### src/cic_pkg.sv
// constants for the cascadable eight-line interrupt controller: port map, word fields, timing.
// assumes a 200 MHz core clock and a one-bit port select taken from address bit 1.
`default_nettype none

package cic_pkg;

  // ****************************************
  // port map
  // ****************************************
  localparam logic [7:0] MASTER_PORT_ZERO_OFS = 8'h00;
  localparam logic [7:0] MASTER_PORT_ONE_OFS = 8'h02;
  localparam logic [7:0] SLAVE_PORT_ZERO_OFS = 8'h04;
  localparam logic [7:0] SLAVE_PORT_ONE_OFS = 8'h06;
  localparam int PORT_SEL_ADDR_BIT = 1;

  // ****************************************
  // word fields
  // ****************************************
  localparam int MODE_FOURTH_WORD_BIT = 0;
  localparam int MODE_SINGLE_BIT = 1;
  localparam int MODE_LEVEL_BIT = 3;
  localparam int CMD_INIT_MARK_BIT = 4;
  localparam int CMD_SELECT_MARK_BIT = 3;
  localparam int CMD_SELECT_ZERO_BIT = 7;
  localparam int NEST_AUTO_EOI_BIT = 1;
  localparam int NEST_SPECIAL_BIT = 4;
  localparam int SEL_READ_SELECT_BIT = 0;
  localparam int SEL_READ_ENABLE_BIT = 1;
  localparam int SEL_SPECIAL_MASK_BIT = 5;
  localparam int SEL_SPECIAL_ENABLE_BIT = 6;
  localparam int EOI_CODE_LSB = 5;
  localparam logic [2:0] EOI_CODE_NONSPECIFIC = 3'h1;
  localparam logic [2:0] EOI_CODE_SPECIFIC = 3'h3;

  // ****************************************
  // reset values
  // ****************************************
  localparam logic [7:0] BYTE_CLEAR = 8'h00;
  localparam logic [2:0] SLAVE_ADDR_AT_INIT = 3'h7;
  localparam logic [2:0] SPURIOUS_LINE = 3'h7;
  localparam logic [2:0] CASCADE_IDLE = 3'h0;

  // ****************************************
  // timing
  // ****************************************
  localparam int CLK_PERIOD_NS = 5;
  localparam int REARM_LOW_TIME_NS = 100;
  localparam int REARM_LOW_CYCLES = (REARM_LOW_TIME_NS + CLK_PERIOD_NS - 1) / CLK_PERIOD_NS;

  // ****************************************
  // states
  // ****************************************
  typedef enum logic [2:0] {
    CIC_UNINIT, CIC_WAIT_BASE, CIC_WAIT_CASCADE, CIC_WAIT_NEST, CIC_READY
  } cic_init_type;

  typedef enum logic [1:0] {
    CIC_ACK_IDLE, CIC_ACK_SECOND, CIC_ACK_DONE
  } cic_ack_type;

endpackage : cic_pkg

`default_nettype wire

### src/cic_top.sv
// eight-line priority interrupt controller, master or slave, with cascade bus and two-port registers.
// assumes the core drives strobes and acknowledge pulses on clk; request lines are asynchronous pins.
`default_nettype none

module cic_top
  import cic_pkg::*;
#(
  parameter int REARM_CYCLES = cic_pkg::REARM_LOW_CYCLES
) (
  input wire logic clk,
  input wire logic rst_n,
  input wire logic master_select,
  input wire logic port_select,
  input wire logic write_strobe,
  input wire logic read_strobe,
  input wire logic [7:0] write_data,
  output logic [7:0] read_data,
  input wire logic [7:0] request_line_n,
  output logic interrupt_out,
  input wire logic acknowledge_pulse,
  output logic [7:0] type_out,
  output logic type_valid,
  input wire logic [2:0] cascade_bus_in,
  output logic [2:0] cascade_bus_out,
  output logic cascade_bus_oe,
  output logic init_done
);
  import cic_pkg::*;

  // ****************************************
  // elaboration checks
  // ****************************************
  if (REARM_CYCLES < 1 || REARM_CYCLES > 31) begin : g_bad_rearm
    $error("REARM_CYCLES must be 1 to 31");
  end

  // ****************************************
  // helpers
  // ****************************************
  // highest priority set bit; line 7 ranks first after initialization
  function automatic logic [2:0] pick_top(input logic [7:0] v);
    logic [2:0] idx;
    idx = 3'h0;
    for (int i = 0; i < 8; i++) begin
      if (v[i]) begin
        idx = 3'(i);
      end
    end
    return idx;
  endfunction : pick_top

  // ****************************************
  // request pin synchroniser
  // ****************************************
  logic [7:0] line_meta;
  logic [7:0] line_sync;

  // first stage is read only by the second
  always_ff @(posedge clk or negedge rst_n) begin
    if (!rst_n) begin
      line_meta <= BYTE_CLEAR;
      line_sync <= BYTE_CLEAR;
    end else begin
      line_meta <= request_line_n;
      line_sync <= line_meta;
    end
  end

  // ****************************************
  // control state declarations
  // ****************************************
  cic_init_type init_state, next_init_state;
  cic_ack_type ack_state, next_ack_state;
  logic [7:0] mode_word, next_mode_word;
  logic [7:0] base_type, next_base_type;
  logic [7:0] cascade_word, next_cascade_word;
  logic [7:0] nest_word, next_nest_word;
  logic [7:0] mask, next_mask;
  logic [7:0] in_service, next_in_service;
  logic [7:0] pending, next_pending;
  logic read_select, next_read_select;
  logic special_mask, next_special_mask;
  logic [2:0] ack_line, next_ack_line;
  logic ack_spurious, next_ack_spurious;
  logic ack_answer, next_ack_answer;
  logic [7:0] next_read_data;
  logic next_interrupt_out;
  logic [7:0] next_type_out;
  logic next_type_valid;
  logic [2:0] next_cascade_bus_out;
  logic next_cascade_bus_oe;
  logic init_restart;
  logic [7:0] edge_hit;

  // ****************************************
  // edge detectors with low-time rearm
  // ****************************************
  // a line must sit low for the whole rearm time before a rise counts again;
  // shorter dips are taken as glitches of a held line
  for (genvar g = 0; g < 8; g++) begin : g_edge
    logic armed, next_armed;
    logic [4:0] low_count, next_low_count;

    always_comb begin
      next_armed = armed;
      next_low_count = low_count;
      edge_hit[g] = 1'b0;
      if (init_restart) begin
        next_armed = 1'b0;
        next_low_count = 5'h00;
      end else if (line_sync[g]) begin
        next_low_count = 5'h00;
        if (armed) begin
          edge_hit[g] = 1'b1;
          next_armed = 1'b0;
        end
      end else if (low_count >= 5'(REARM_CYCLES - 1)) begin
        next_armed = 1'b1;
      end else begin
        next_low_count = low_count + 5'h01;
      end
    end

    always_ff @(posedge clk or negedge rst_n) begin
      if (!rst_n) begin
        armed <= 1'b0;
        low_count <= 5'h00;
      end else begin
        armed <= next_armed;
        low_count <= next_low_count;
      end
    end
  end

  // ****************************************
  // priority resolution
  // ****************************************
  logic level_mode;
  logic is_cascaded_master;
  logic [7:0] live_service;
  logic [7:0] eligible;
  logic [2:0] best_line;
  logic slave_matched;

  // special mask drops masked in-service lines from blocking others
  always_comb begin
    level_mode = mode_word[MODE_LEVEL_BIT];
    is_cascaded_master = master_select && !mode_word[MODE_SINGLE_BIT];
    live_service = special_mask ? (in_service & ~mask) : in_service;
    for (int i = 0; i < 8; i++) begin
      logic blocked;
      blocked = 1'b0;
      for (int j = i + 1; j < 8; j++) begin
        blocked = blocked | live_service[j];
      end
      // special fully nested lets a slave line interrupt its own service
      if (live_service[i] && !(nest_word[NEST_SPECIAL_BIT] && is_cascaded_master && cascade_word[i])) begin
        blocked = 1'b1;
      end
      eligible[i] = pending[i] & ~mask[i] & ~blocked;
    end
    best_line = pick_top(eligible);
    slave_matched = (cascade_bus_in == cascade_word[2:0]);
  end

  // ****************************************
  // register port, initialization and acknowledge
  // ****************************************
  // one process owns every control register except pending, so that set and clear meet in one place
  always_comb begin
    logic [7:0] raise;
    logic [7:0] drop;
    logic [2:0] eoi_code;
    logic [2:0] line;
    next_init_state = init_state;
    next_ack_state = ack_state;
    next_mode_word = mode_word;
    next_base_type = base_type;
    next_cascade_word = cascade_word;
    next_nest_word = nest_word;
    next_mask = mask;
    next_in_service = in_service;
    next_read_select = read_select;
    next_special_mask = special_mask;
    next_ack_line = ack_line;
    next_ack_spurious = ack_spurious;
    next_ack_answer = ack_answer;
    next_read_data = read_data;
    next_type_out = type_out;
    next_type_valid = 1'b0;
    next_cascade_bus_out = cascade_bus_out;
    next_cascade_bus_oe = cascade_bus_oe;
    init_restart = 1'b0;
    raise = BYTE_CLEAR;
    drop = BYTE_CLEAR;
    eoi_code = write_data[EOI_CODE_LSB +: 3];
    line = 3'h0;

    // writes: port select is address bit 1 of the core
    if (write_strobe) begin
      if (!port_select && write_data[CMD_INIT_MARK_BIT]) begin
        init_restart = 1'b1;
        next_mode_word = write_data;
        next_init_state = CIC_WAIT_BASE;
        next_mask = BYTE_CLEAR;
        next_special_mask = 1'b0;
        next_read_select = 1'b0;
        next_cascade_word = {5'h00, SLAVE_ADDR_AT_INIT};
        next_nest_word = BYTE_CLEAR;
        next_ack_state = CIC_ACK_IDLE;
        next_cascade_bus_oe = 1'b0;
      end else if (port_select) begin
        case (init_state)
          CIC_WAIT_BASE: begin
            next_base_type = write_data;
            if (!mode_word[MODE_SINGLE_BIT]) begin
              next_init_state = CIC_WAIT_CASCADE;
            end else if (mode_word[MODE_FOURTH_WORD_BIT]) begin
              next_init_state = CIC_WAIT_NEST;
            end else begin
              next_init_state = CIC_READY;
            end
          end
          CIC_WAIT_CASCADE: begin
            next_cascade_word = write_data;
            next_init_state = mode_word[MODE_FOURTH_WORD_BIT] ? CIC_WAIT_NEST : CIC_READY;
          end
          CIC_WAIT_NEST: begin
            next_nest_word = write_data;
            next_init_state = CIC_READY;
          end
          CIC_READY: begin
            next_mask = write_data;
          end
          default: begin
            next_init_state = init_state;
          end
        endcase
      end else if (init_state == CIC_READY) begin
        if (!write_data[CMD_SELECT_MARK_BIT]) begin
          // end-of-interrupt command; other codes are not decoded here
          if (eoi_code == EOI_CODE_NONSPECIFIC) begin
            drop[pick_top(in_service)] = 1'b1;
          end else if (eoi_code == EOI_CODE_SPECIFIC) begin
            drop[write_data[2:0]] = 1'b1;
          end
        end else if (!write_data[CMD_SELECT_ZERO_BIT]) begin
          if (write_data[SEL_READ_ENABLE_BIT]) begin
            next_read_select = write_data[SEL_READ_SELECT_BIT];
          end
          if (write_data[SEL_SPECIAL_ENABLE_BIT]) begin
            next_special_mask = write_data[SEL_SPECIAL_MASK_BIT];
          end
        end
      end
    end

    // reads: data answers one cycle after the strobe
    if (read_strobe) begin
      if (init_state != CIC_READY) begin
        next_read_data = BYTE_CLEAR;
      end else if (port_select) begin
        next_read_data = mask;
      end else begin
        next_read_data = read_select ? in_service : pending;
      end
    end

    // acknowledge: first pulse resolves (a master commits here), second pulse hands over the type and commits on a slave
    if (!init_restart && init_state == CIC_READY) begin
      case (ack_state)
        CIC_ACK_IDLE: begin
          if (acknowledge_pulse) begin
            line = (|eligible) ? best_line : SPURIOUS_LINE;
            next_ack_line = line;
            next_ack_spurious = ~|eligible;
            next_ack_state = CIC_ACK_SECOND;
            if (master_select) begin
              next_ack_answer = !(is_cascaded_master && cascade_word[line]);
              next_cascade_bus_out = next_ack_answer ? CASCADE_IDLE : line;
              next_cascade_bus_oe = is_cascaded_master;
              if (|eligible) begin
                raise[line] = 1'b1;
              end
            end else begin
              next_ack_answer = 1'b0;
            end
          end
        end
        CIC_ACK_SECOND: begin
          if (acknowledge_pulse) begin
            next_ack_state = CIC_ACK_DONE;
            if (master_select ? ack_answer : slave_matched) begin
              next_type_out = base_type + {5'h00, ack_line};
              next_type_valid = 1'b1;
            end
            // a slave commits only when the master addressed it
            if (!master_select && slave_matched && !ack_spurious) begin
              raise[ack_line] = 1'b1;
            end
            if (nest_word[NEST_AUTO_EOI_BIT] && !ack_spurious &&
                (master_select || slave_matched)) begin
              drop[ack_line] = 1'b1;
            end
          end
        end
        CIC_ACK_DONE: begin
          next_ack_state = CIC_ACK_IDLE;
          next_cascade_bus_oe = 1'b0;
          next_cascade_bus_out = CASCADE_IDLE;
        end
        default: begin
          next_ack_state = CIC_ACK_IDLE;
        end
      endcase
    end
    next_in_service = (in_service | raise) & ~(drop & ~raise);
    next_interrupt_out = (init_state == CIC_READY) && (ack_state == CIC_ACK_IDLE) &&
                         !acknowledge_pulse && (|eligible);
  end

  // ****************************************
  // pending requests
  // ****************************************
  // a new edge in the cycle of a clearing read or acknowledge is kept
  always_comb begin
    logic [7:0] clear;
    logic [7:0] arrive;
    clear = BYTE_CLEAR;
    arrive = level_mode ? line_sync : edge_hit;
    if (read_strobe && !port_select && !read_select && init_state == CIC_READY) begin
      clear = 8'hff;
    end
    if (init_state == CIC_READY && ack_state == CIC_ACK_IDLE && acknowledge_pulse && |eligible &&
        master_select) begin
      clear[best_line] = 1'b1;
    end
    if (ack_state == CIC_ACK_SECOND && acknowledge_pulse && !master_select && slave_matched &&
        !ack_spurious) begin
      clear[ack_line] = 1'b1;
    end
    if (init_restart) begin
      clear = 8'hff;
    end
    // level mode tracks the line, so a line still high after service asks again;
    // a clear there drops only bits already latched, a fresh arrival is kept
    next_pending = (pending & ~clear) | arrive;
    if (level_mode) begin
      next_pending = arrive & ~(clear & pending);
    end
  end

  // ****************************************
  // state registers
  // ****************************************
  always_ff @(posedge clk or negedge rst_n) begin
    if (!rst_n) begin
      init_state <= CIC_UNINIT;
      ack_state <= CIC_ACK_IDLE;
      mode_word <= BYTE_CLEAR;
      base_type <= BYTE_CLEAR;
      cascade_word <= BYTE_CLEAR;
      nest_word <= BYTE_CLEAR;
      mask <= BYTE_CLEAR;
      in_service <= BYTE_CLEAR;
      pending <= BYTE_CLEAR;
      read_select <= 1'b0;
      special_mask <= 1'b0;
      ack_line <= 3'h0;
      ack_spurious <= 1'b0;
      ack_answer <= 1'b0;
      read_data <= BYTE_CLEAR;
      interrupt_out <= 1'b0;
      type_out <= BYTE_CLEAR;
      type_valid <= 1'b0;
      cascade_bus_out <= CASCADE_IDLE;
      cascade_bus_oe <= 1'b0;
      init_done <= 1'b0;
    end else begin
      init_state <= next_init_state;
      ack_state <= next_ack_state;
      mode_word <= next_mode_word;
      base_type <= next_base_type;
      cascade_word <= next_cascade_word;
      nest_word <= next_nest_word;
      mask <= next_mask;
      in_service <= next_in_service;
      pending <= next_pending;
      read_select <= next_read_select;
      special_mask <= next_special_mask;
      ack_line <= next_ack_line;
      ack_spurious <= next_ack_spurious;
      ack_answer <= next_ack_answer;
      read_data <= next_read_data;
      interrupt_out <= next_interrupt_out;
      type_out <= next_type_out;
      type_valid <= next_type_valid;
      cascade_bus_out <= next_cascade_bus_out;
      cascade_bus_oe <= next_cascade_bus_oe;
      init_done <= (next_init_state == CIC_READY);
    end
  end

endmodule : cic_top

`default_nettype wire

### config.mk
export PLATFORM = sky130hd
export DESIGN_NAME = cic_top
export DESIGN_NICKNAME = d
export VERILOG_FILES = /design/src/cic_pkg.sv /design/src/cic_top.sv
export SDC_FILE = /design/constraint.sdc
export NUM_CORES = 1
export LEC_CHECK = 0
export BUFFER_PORTS_ARGS = -buffer_cell sky130_fd_sc_hd__buf_2
export CORE_MARGIN = 4
export CORE_UTILIZATION = 45
export DETAILED_ROUTE_END_ITERATION = 16
export PLACE_DENSITY = 0.74
export SETUP_SLACK_MARGIN = 0.05
export SLEW_MARGIN = 20
export SYNTH_ARGS = -nofsm -noshare
export SYNTH_HDL_FRONTEND = slang
export SYNTH_SLANG_ARGS = --single-unit
export TNS_END_PERCENT = 30
### constraint.sdc
create_clock -name clk -period 3.8 [get_ports clk]
set_input_delay 0.38 -clock clk [delete_from_list [all_inputs] [get_ports clk]]
set_output_delay 0.38 -clock clk [all_outputs]
set_load 0.1 [all_outputs]
==> results.sh, run 1 <==
export IMPL_cp_end_kind="flop"
export IMPL_worstPathRequired_ns=4.11
export IMPL_track_usage_pct=21.07
export IMPL_initial_core_util_pct=46.32
export IMPL_run_status="finished, final reports clean"
export IMPL_grt_max_degree=88
export IMPL_ys_seq_area_share_pct=48.62
export IMPL_ys_ff_latch=144
export IMPL_clkSinkCount=144
export IMPL_max_freq_mhz=375.5
export IMPL_cts_tree="yes"
export IMPL_clkPwrFrac_pct=28.8
export IMPL_synth_top_area_share_pct=48.62
export IMPL_remaining_drc_errors=0
export IMPL_layout_commonest_cell="dfrtp_1"
export IMPL_p_seq_share_pct=36.9
export IMPL_fin_nets=855
export IMPL_maxCapViolations=0
export IMPL_rows=46
export IMPL_p_sw_w=0.002545
export IMPL_hold_buffers=0
export IMPL_die_h_um=136.3
export IMPL_finalSetupTns_ns=0
export IMPL_p_int_w=0.003639
export IMPL_htreeDepth=4
export IMPL_hp_class="input port to asynchronous set/reset pin"
export IMPL_final_cell_mix="dfrtp_1 (144), nand2_1 (85), nor2_1 (82)"
export IMPL_power_leakage_nw=3.834
export IMPL_critPathKind="flop to flop"
export IMPL_grt_pass1_vias=5800
export IMPL_synth_top_flop_cell="dfrtp_1"
export IMPL_overflow=0
export IMPL_grt_pass1_wl_mm=30.59
export IMPL_drt_iter0_drc=428
export IMPL_antenna_found_initial=0
export IMPL_synth_area_leader_cell="dfrtp_1"
export IMPL_die_area_sq_mm=0.01859
export IMPL_clk_latency_ns=0.43
export IMPL_synth_edf_count=0
export IMPL_pre_cts_ws_ns=1.070
export IMPL_cts_path_max_buffers=2
export IMPL_root_buffer="clkbuf_16"
export IMPL_startpoint_type="flop"
export IMPL_dp_hpwl_mm=13.14
export IMPL_postSynthAreaPerCell_sq_um=9.503
export IMPL_routed_via_count=5997
export IMPL_rsz0062_at_grt="false"
export IMPL_routabilityCongestion=0.9477
export IMPL_max_slew_margin_pct=39.90
export IMPL_finalWorstSetupSlack_ns=1.137
export IMPL_portBuffers=48
export IMPL_netlist_top_cells_area="dfrtp_1 (49%), nand2_1 (4.3%), nor2_1 (4.2%), o21ai_0 (3.8%), mux2i_1 (2.8%)"
export IMPL_worstMarginPinSlew_ns=0.8788
export IMPL_crit_fanout=11
export IMPL_switching_share_pct=41.15
export IMPL_min_period_over_period_pct=70.08
export IMPL_post_cts_buffers=0
export IMPL_wl_mm=18.47
export IMPL_coreArea_sq_mm=0.01600
export IMPL_viasPerCell=5.733
export IMPL_ys_warn_count=0
export IMPL_drt_pass1_iterations=5
export IMPL_finalSetupViolCount=0
export IMPL_peakVddDrop_v=0.0003648
export IMPL_p_per_area_mw_per_mm2=732.0
export IMPL_cp_arrival_ns=2.97
export IMPL_fin_crit_ns=2.663
export IMPL_synth_cell_types=71
export IMPL_synth_cells=780
export IMPL_die_w_um=136.3
export IMPL_layout_drive_gt1_share_pct=13.25
export IMPL_syn2layout_area_growth_pct=13.98
export IMPL_numCtsBuffers=17
export IMPL_postRouteAntennaNets=0
export IMPL_routedWlPerCell_um=17.66
export IMPL_antenna_diode_count=0
export IMPL_cts_resized=0
export IMPL_report_final_slew_viol_count=0
export IMPL_hold_viol=0
export IMPL_clock_skew_ns=0.009309
export IMPL_pin_count=49
export IMPL_netlist_area_sq_mm=0.007412
export IMPL_async_reset_ff_share_pct=100.0
export IMPL_syn_nets=818
export IMPL_clkTransAtPathRegs_ns=0.07
export IMPL_pwr_share_comb_pct=34.4
sequential cells by signal (all words and copies together), names as in the netlist, 2 cells and up:
register          cells
g_edge.low_count     40
base_type             8
cascade_word          8
g_edge.armed          8
in_service            8
line_meta             8
line_sync             8
mask                  8
pending               8
read_data             8
type_out              8
ack_line              3
cascade_bus_out       3
init_state            3
mode_word             3
ack_state             2
nest_word             2
layout make-up:
cell class | instances | area [sq um]
Timing Repair Buffer | 52 | 276.5
Tap cell | 216 | 270.3
Sequential cell | 144 | 3603
Inverter | 38 | 142.6
Multi-Input combinational cell | 564 | 3530
Fill cell | 1517 | 7552
Clock inverter | 13 | 172.7
Clock buffer | 19 | 452.9
per-stage QoR:
stage | total power (W) | util [%] | cells | hold WS, ns | area, sq um
final | 0.006184 | 52.80 | 1046 | 0.007438 | 8448
after global routing | 0.006535 | 52.80 | 1046 | 0.03335 | 8448
after CTS | 0.006185 | 52.80 | 1046 | 0.03848 | 8448
after detailed placement | 0.004389 | 48.89 | 1014 | 0.3347 | 7823
after global placement | 0.004364 | 48.89 | 1014 | 0.3331 | 7823
after floorplan | 0.003813 | - | 780 | 0.08441 | 7412
power by group through the flow:
| stage | logic [W] | clock network, W | registers (W) |
|---|---|---|---|
| 2_1_floorplan | 0.00138 | 0 | 0.00243 |
| 3_3_place_gp | 0.00208 | 0 | 0.00228 |
| 3_5_place_dp | 0.00210 | 0 | 0.00229 |
| 4_1_cts | 0.00212 | 0.00180 | 0.00226 |
| 5_1_grt | 0.00234 | 0.00188 | 0.00232 |
| 6_report | 0.00213 | 0.00178 | 0.00228 |
layer usage:
metal  vias to the layer above  global-route usage, %  share of wire (%)
li1                       2850                      -                  -
met1                      2895                  28.97                 45
met2                       216                  32.72                 46
met3                        36                  5.218                6.5
met4                         0                  7.055                2.1
met5                         -                      0                  0
synthesized netlist by cell type, types with 16 or more instances:
master	number
inv_1	38
xor2_1	16
o22ai_1	16
nand2b_1	18
nor2_1	82
clkbuf_1	27
a21oi_1	38
a31oi_1	17
nand2_1	85
dfrtp_1	144
nor2b_1	16
mux2i_1	21
xnor2_1	17
o21ai_0	57
worst max-delay path, stage by stage, from the launching register on:
cell	delay [ns]
dfrtp_1	0.49
nand4b_1	0.25
a2111oi_0	0.84
nand2_1	0.28
o2111a_1	0.31
o41a_1	0.12
nand4_1	0.16
o21ai_1	0.09
logic make-up (layout without fill, tap and decap cells):
group	Yosys count	after routing	synth area share, %
compound gates	208	208	18.37
xor+xnor	33	33	3.899
fa+ha+maj	12	12	2.127
buf+inv	72	122	3.765
flops	144	144	48.62
mux	34	34	4.811
simple gates	277	277	18.42
path summary, 6_finish.rpt:
kind                                    from            endpoint  slack, ns  depth (start not counted)
max in group asynchronous              rst_n          pending[0]       2.87                          2
max reg2reg                     mode_word[1]  cascade_bus_out[2]       1.14                          7
min in group clk           request_line_n[2]        line_meta[2]       0.05                          1
min                                    rst_n         type_out[1]      0.007                          1
min reg2reg                     line_meta[4]        line_sync[4]       0.35                          0
max                             mode_word[1]  cascade_bus_out[2]       1.14                          7
Power figures use the tool's default switching activity.
==> run 2: changes to the inputs <==
- clock period: 3.8 -> 2.6 ns (I/O delays scaled with it)
==> run 2 against run 1 <==
Sequential power is 43% higher. Highest routed layer unchanged. Largest power group is now combinational logic. Sequential share of layout area is 1.5 points lower. Non-clock buffer count is 36 higher. Combinational power is 70% higher.
==> results.sh, run 2 (synthesis gave the netlist of run 1 again) <==
export IMPL_layout_drive_gt1_share_pct=16.51
export IMPL_antenna_diode_count=0
export IMPL_ff_latch_area_sq_mm=0.003610
export IMPL_routabilityCongestion=0.9534
export IMPL_cts_tree="yes"
export IMPL_pin_count=49
export IMPL_routedWlPerCell_um=17.98
export IMPL_crit_fanout=5
export IMPL_final_cell_mix="dfrtp_1 (139), nand2_1 (85), nor2_1 (82)"
export IMPL_clock_skew_ns=0.007969
export IMPL_antenna_found_initial=0
export IMPL_root_buffer="clkbuf_16"
export IMPL_layout_commonest_cell="dfrtp_1"
export IMPL_worstMarginPinSlew_ns=0.8210
export IMPL_multi_input_area_sq_mm=0.003553
export IMPL_peakVddDrop_v=0.0006045
export IMPL_report_final_slew_viol_count=0
export IMPL_grt_pass1_wl_mm=31.10
export IMPL_wl_mm=19.46
export IMPL_cp_arrival_ns=2.84
export IMPL_cts_path_max_buffers=2
export IMPL_grt_pass1_vias=5886
export IMPL_postRouteAntennaNets=0
export IMPL_fin_crit_ns=2.493
export IMPL_remaining_drc_errors=0
export IMPL_postLayoutCoreUtil_pct=54.80
export IMPL_numCtsBuffers=17
export IMPL_largest_register="g_edge.low_count"
export IMPL_syn2layout_area_growth_pct=18.30
export IMPL_maxCapViolations=0
export IMPL_rsz0062_at_grt="false"
export IMPL_drt_pass1_iterations=5
export IMPL_track_usage_pct=21.72
export IMPL_die_w_um=136.3
export IMPL_power_leakage_nw=4.000
export IMPL_min_period_over_period_pct=95.90
export IMPL_htreeDepth=4
export IMPL_hold_viol=0
export IMPL_fillers=1471
export IMPL_viasPerCell=5.738
export IMPL_r2r_setup_slack_ns=0.11
export IMPL_p_per_area_mw_per_mm2=1075
export IMPL_overflow=0
export IMPL_initial_core_util_pct=46.32
export IMPL_clk_latency_ns=0.43
export IMPL_critPathKind="flop to flop"
export IMPL_routed_via_count=6209
export IMPL_largest_reg_flops=40
export IMPL_run_status="finished, final reports clean"
export IMPL_clkSinkCount=144
export IMPL_fin_nets=891
export IMPL_max_freq_mhz=401.1
export IMPL_die_h_um=136.3
export IMPL_grt_max_degree=59
export IMPL_portBuffers=48
export IMPL_finalSetupViolCount=0
export IMPL_die_area_sq_mm=0.01859
export IMPL_worstPathRequired_ns=2.95
export IMPL_rows=46
export IMPL_cp_end_kind="flop"
export IMPL_hp_class="input port to flop"
export IMPL_clkTransAtPathRegs_ns=0.07
export IMPL_dp_hpwl_mm=13.75
export IMPL_drt_iter0_drc=600
export IMPL_finalSetupTns_ns=0
export IMPL_max_slew_margin_pct=45.27
export IMPL_startpoint_type="flop"
export IMPL_coreArea_sq_mm=0.01600
## run 2: cell count changes in the layout (fill, tap and decap cells not counted), sizes merged
cell,delta
clkinvlp,-1
dlygate4sd3,+9
buf,+27
clkinv,+2
inv,-1
## run 2: cell type report
cell class,instances,area share (%)
Timing Repair Buffer,88,6.635
Sequential cell,144,41.17
Clock inverter,13,2.026
Inverter,38,1.627
Clock buffer,19,4.937
Tap cell,216,3.082
Multi-Input combinational cell,564,40.53
## run 2: worst paths after layout
kind,startpoint,end,cells after the start
max,mask[7],cascade_bus_out[0],7
min,acknowledge_pulse,interrupt_out,2
max reg2reg,mask[7],cascade_bus_out[0],7
min reg2reg,line_meta[2],line_sync[2],0
max in group asynchronous,rst_n,g_edge[4].low_count[2],3
min in group asynchronous,rst_n,base_type[7],2
## run 2: worst max-delay path: stages, from the launching register on
cell and delay, ns:
dfrtp_1 0.44, a21boi_1 0.19, a21oi_1 0.41, a21bo_2 0.32, and4b_4 0.24, o311ai_2 0.37
nand4_1 0.22, o21ai_1 0.21
## run 2: power breakdown
| group | total [W] | internal [W] | switching [W] | leakage (nW) |
|---|---|---|---|---|
| registers | 0.00326 | 0.00269 | 0.000576 | 1.87 |
| logic | 0.00362 | 0.00133 | 0.00228 | 1.84 |
| clock network | 0.00255 | 0.00153 | 0.00102 | 0.291 |
| total | 0.00943 | 0.00555 | 0.00388 | 4.00 |
## run 2: metrics by stage
stage	instance area [sq um]	instances	power [W]	hold slack, ns	setup WS (ns)
global placement	8015	1038	0.006635	0.1715	0.1440
detailed placement	8015	1038	0.006677	0.1760	0.1845
floorplan	7412	780	0.005572	-0.03559	0.3809
global route	8768	1082	0.009912	0.06403	0.06069
finish	8768	1082	0.009430	0.06590	0.1067
CTS	8716	1079	0.009295	0.04392	0.08118
## run 2: layer usage
metal,up-vias,share of wire [%],GRT usage [%]
li1,2923,-,-
met1,3039,45,29.93
met2,212,47,34.04
met3,35,6.5,4.589
met4,0,2.0,7.671
met5,-,0,0
## run 2: timing repair
item	CTS	global route
setup endpoints to repair	0	7
buffers inserted	0	3
hold buffers	9	0
endpoints found under the hold margin	40	0
gates resized for setup	0	10
==> run 3: changes to the inputs <==
- GPL_TIMING_DRIVEN: default -> 0
- REMOVE_ABC_BUFFERS: default -> 1
==> run 3 against run 2 <==
Routed wire length down 9.8%. Design area down 2.0%. Clock power down 2%. Sequential power up 2%. Count of clock-buffer cells in the layout up 5. Final cell count down 2.6%. Maximum frequency up 0.22%. Largest power group is now registers. Flip-flop and latch count unchanged. Worst hold slack better by 0.033 ns. Non-clock buffer count down 28. Highest routed layer unchanged.
==> results.sh, run 3 (synthesis gave the netlist of run 1 again) <==
export IMPL_hold_viol=0
export IMPL_max_freq_mhz=401.9
export IMPL_cts_path_max_buffers=2
export IMPL_antenna_diode_count=0
export IMPL_drt_pass1_iterations=5
export IMPL_clock_skew_ns=0.01188
export IMPL_die_w_um=136.3
export IMPL_grt_pass1_vias=5796
export IMPL_hp_class="input port to flop"
export IMPL_rsz0062_at_grt="true"
export IMPL_maxCapViolations=0
export IMPL_grt_pass1_wl_mm=29.00
export IMPL_peakVddDrop_v=0.0004981
export IMPL_largest_reg_flops=40
export IMPL_die_h_um=136.3
export IMPL_final_cell_mix="dfrtp_1 (143), nand2_1 (84), nor2_1 (82)"
export IMPL_clkSinkCount=144
export IMPL_fillers=1481
export IMPL_worstMarginPinSlew_ns=1.001
export IMPL_ff_latch_area_sq_mm=0.003605
export IMPL_globalRouteMet3Util_pct=5.033
export IMPL_htreeDepth=4
export IMPL_cp_arrival_ns=2.78
export IMPL_pin_count=49
export IMPL_postRouteAntennaNets=0
export IMPL_grt_max_degree=93
export IMPL_met2_usage_pct=31.15
export IMPL_syn2layout_area_growth_pct=15.92
export IMPL_layout_drive_gt1_share_pct=14.08
export IMPL_finalSetupViolCount=0
export IMPL_max_slew_margin_pct=32.93
export IMPL_postLayoutCoreUtil_pct=53.70
export IMPL_slowest_delay_ns=0.51
export IMPL_viasPerCell=5.658
export IMPL_reg2reg_depth=7
export IMPL_clk_latency_ns=0.43
export IMPL_crit_chain="nor2_1 > and2_1 > nand2_1 > nor3_1 > nand2_1 > o221ai_1 > o21ai_0"
export IMPL_portBuffers=48
export IMPL_critical_path_top_delay_family="simple AND/OR/NAND/NOR gates"
export IMPL_fin_crit_ns=2.488
export IMPL_die_area_sq_mm=0.01859
export IMPL_top_usage_layer="met2"
export IMPL_overflow=0
export IMPL_report_final_slew_viol_count=0
export IMPL_finalSetupTns_ns=0
export IMPL_drt_iter0_drc=319
export IMPL_startpoint_type="flop"
export IMPL_routedWlPerCell_um=16.65
export IMPL_numCtsBuffers=17
export IMPL_use_met1_pct=26.48
export IMPL_crit_reg2reg_launch="init_state[1]"
export IMPL_routabilityCongestion=0.9546
export IMPL_hold_path_end="interrupt_out"
export IMPL_min_period_over_period_pct=95.69
export IMPL_slowest_stage="and2_1"
export IMPL_layout_commonest_cell="dfrtp_1"
export IMPL_cp_end_kind="flop"
export IMPL_remaining_drc_errors=0
export IMPL_layoutNonFillerInstCount=1054
export IMPL_run_status="finished, final reports clean"
export IMPL_hold_depth=2
export IMPL_clkTransAtPathRegs_ns=0.06
export IMPL_coreArea_sq_mm=0.01600
export IMPL_reg2reg_to="in_service[7]"
export IMPL_fin_nets=863
export IMPL_critPathMostFrequentCell="nand2_1"
export IMPL_path_buf_inv=0
export IMPL_worstHoldStart="acknowledge_pulse"
export IMPL_placed_cells=1011
export IMPL_wl_mm=17.55
export IMPL_routed_via_count=5964
export IMPL_power_leakage_nw=3.887
export IMPL_rows=46
export IMPL_root_buffer="clkbuf_16"
export IMPL_antenna_found_initial=0
export IMPL_p_per_area_mw_per_mm2=1049
export IMPL_largest_register="g_edge.low_count"
export IMPL_critPathKind="flop to flop"
export IMPL_dp_hpwl_mm=12.49
export IMPL_initial_core_util_pct=46.32
export IMPL_r2r_setup_slack_ns=0.11
export IMPL_cts_tree="yes"
export IMPL_crit_fanout=9
export IMPL_track_usage_pct=19.93
export IMPL_worstPathRequired_ns=2.89
export IMPL_multi_input_area_sq_mm=0.003580
run 3: cell count changes in the layout (fill, tap and decap cells not counted), sizes merged:
cell      previous run  this run
inv                 43        39
clkbuf              19        24
buf                 79        51
clkinv               3         4
bufinv               3         2
clkinvlp             2         1
run 3: power by group:
part / switching [W] / internal [W] / leakage, nW
combinational: 0.00207 / 0.00113 / 1.71
sequential: 0.000629 / 0.00268 / 1.87
clock: 0.000927 / 0.00157 / 0.303
run 3: layout make-up:
class | count | share of cell area (%)
Clock inverter | 8 | 1.165
Tap cell | 216 | 3.145
Sequential cell | 144 | 41.95
Inverter | 38 | 1.660
Timing Repair Buffer | 60 | 4.456
Clock buffer | 24 | 5.956
Multi-Input combinational cell | 564 | 41.66
run 3: how the worst max path moves through the flow:
stage / startpoint / end / slack, ns / depth (start not counted)
final: init_state[1] / in_service[7] / 0.11 / 7
after CTS: mode_word[1] / pending[0] / 0.02 / 7
after floorplan: mode_word[1] / ack_answer / 0.42 / 7
after global placement: rst_n / line_meta[5] / -0.80 / 1
after global routing: in_service[7] / pending[1] / 0.03 / 8
after detailed placement: port_select / type_out[0] / -0.24 / 5
run 3: per-stage QoR:
stage          hold WS [ns]  power (W)  area (sq um)  setup WS, ns
2_1_floorplan      -0.03559   0.005511          7276        0.4201
3_3_place_gp         0.3326   0.006279          7786       -0.8011
3_5_place_dp         0.2007   0.006346          7829       -0.2417
4_1_cts             0.07211   0.008895          8532       0.01692
5_1_grt             0.07976   0.009517          8592       0.02991
6_report            0.09851   0.009009          8592        0.1121
run 3: repair_timing:
action | in CTS | in global routing
buffers inserted | 0 | 2
gates resized for setup | 1 | 10
setup endpoints to repair | 5 | 19
pin swaps | 0 | 2
endpoints found under the hold margin | 60 | 0
hold buffers | 9 | 0
run 3: layer usage:
layer	vias to the layer above	part of all wire, %
met2	196	46
met1	2878	45
met3	31	7.0
li1	2859	-
met4	0	2.2
met5	-	0
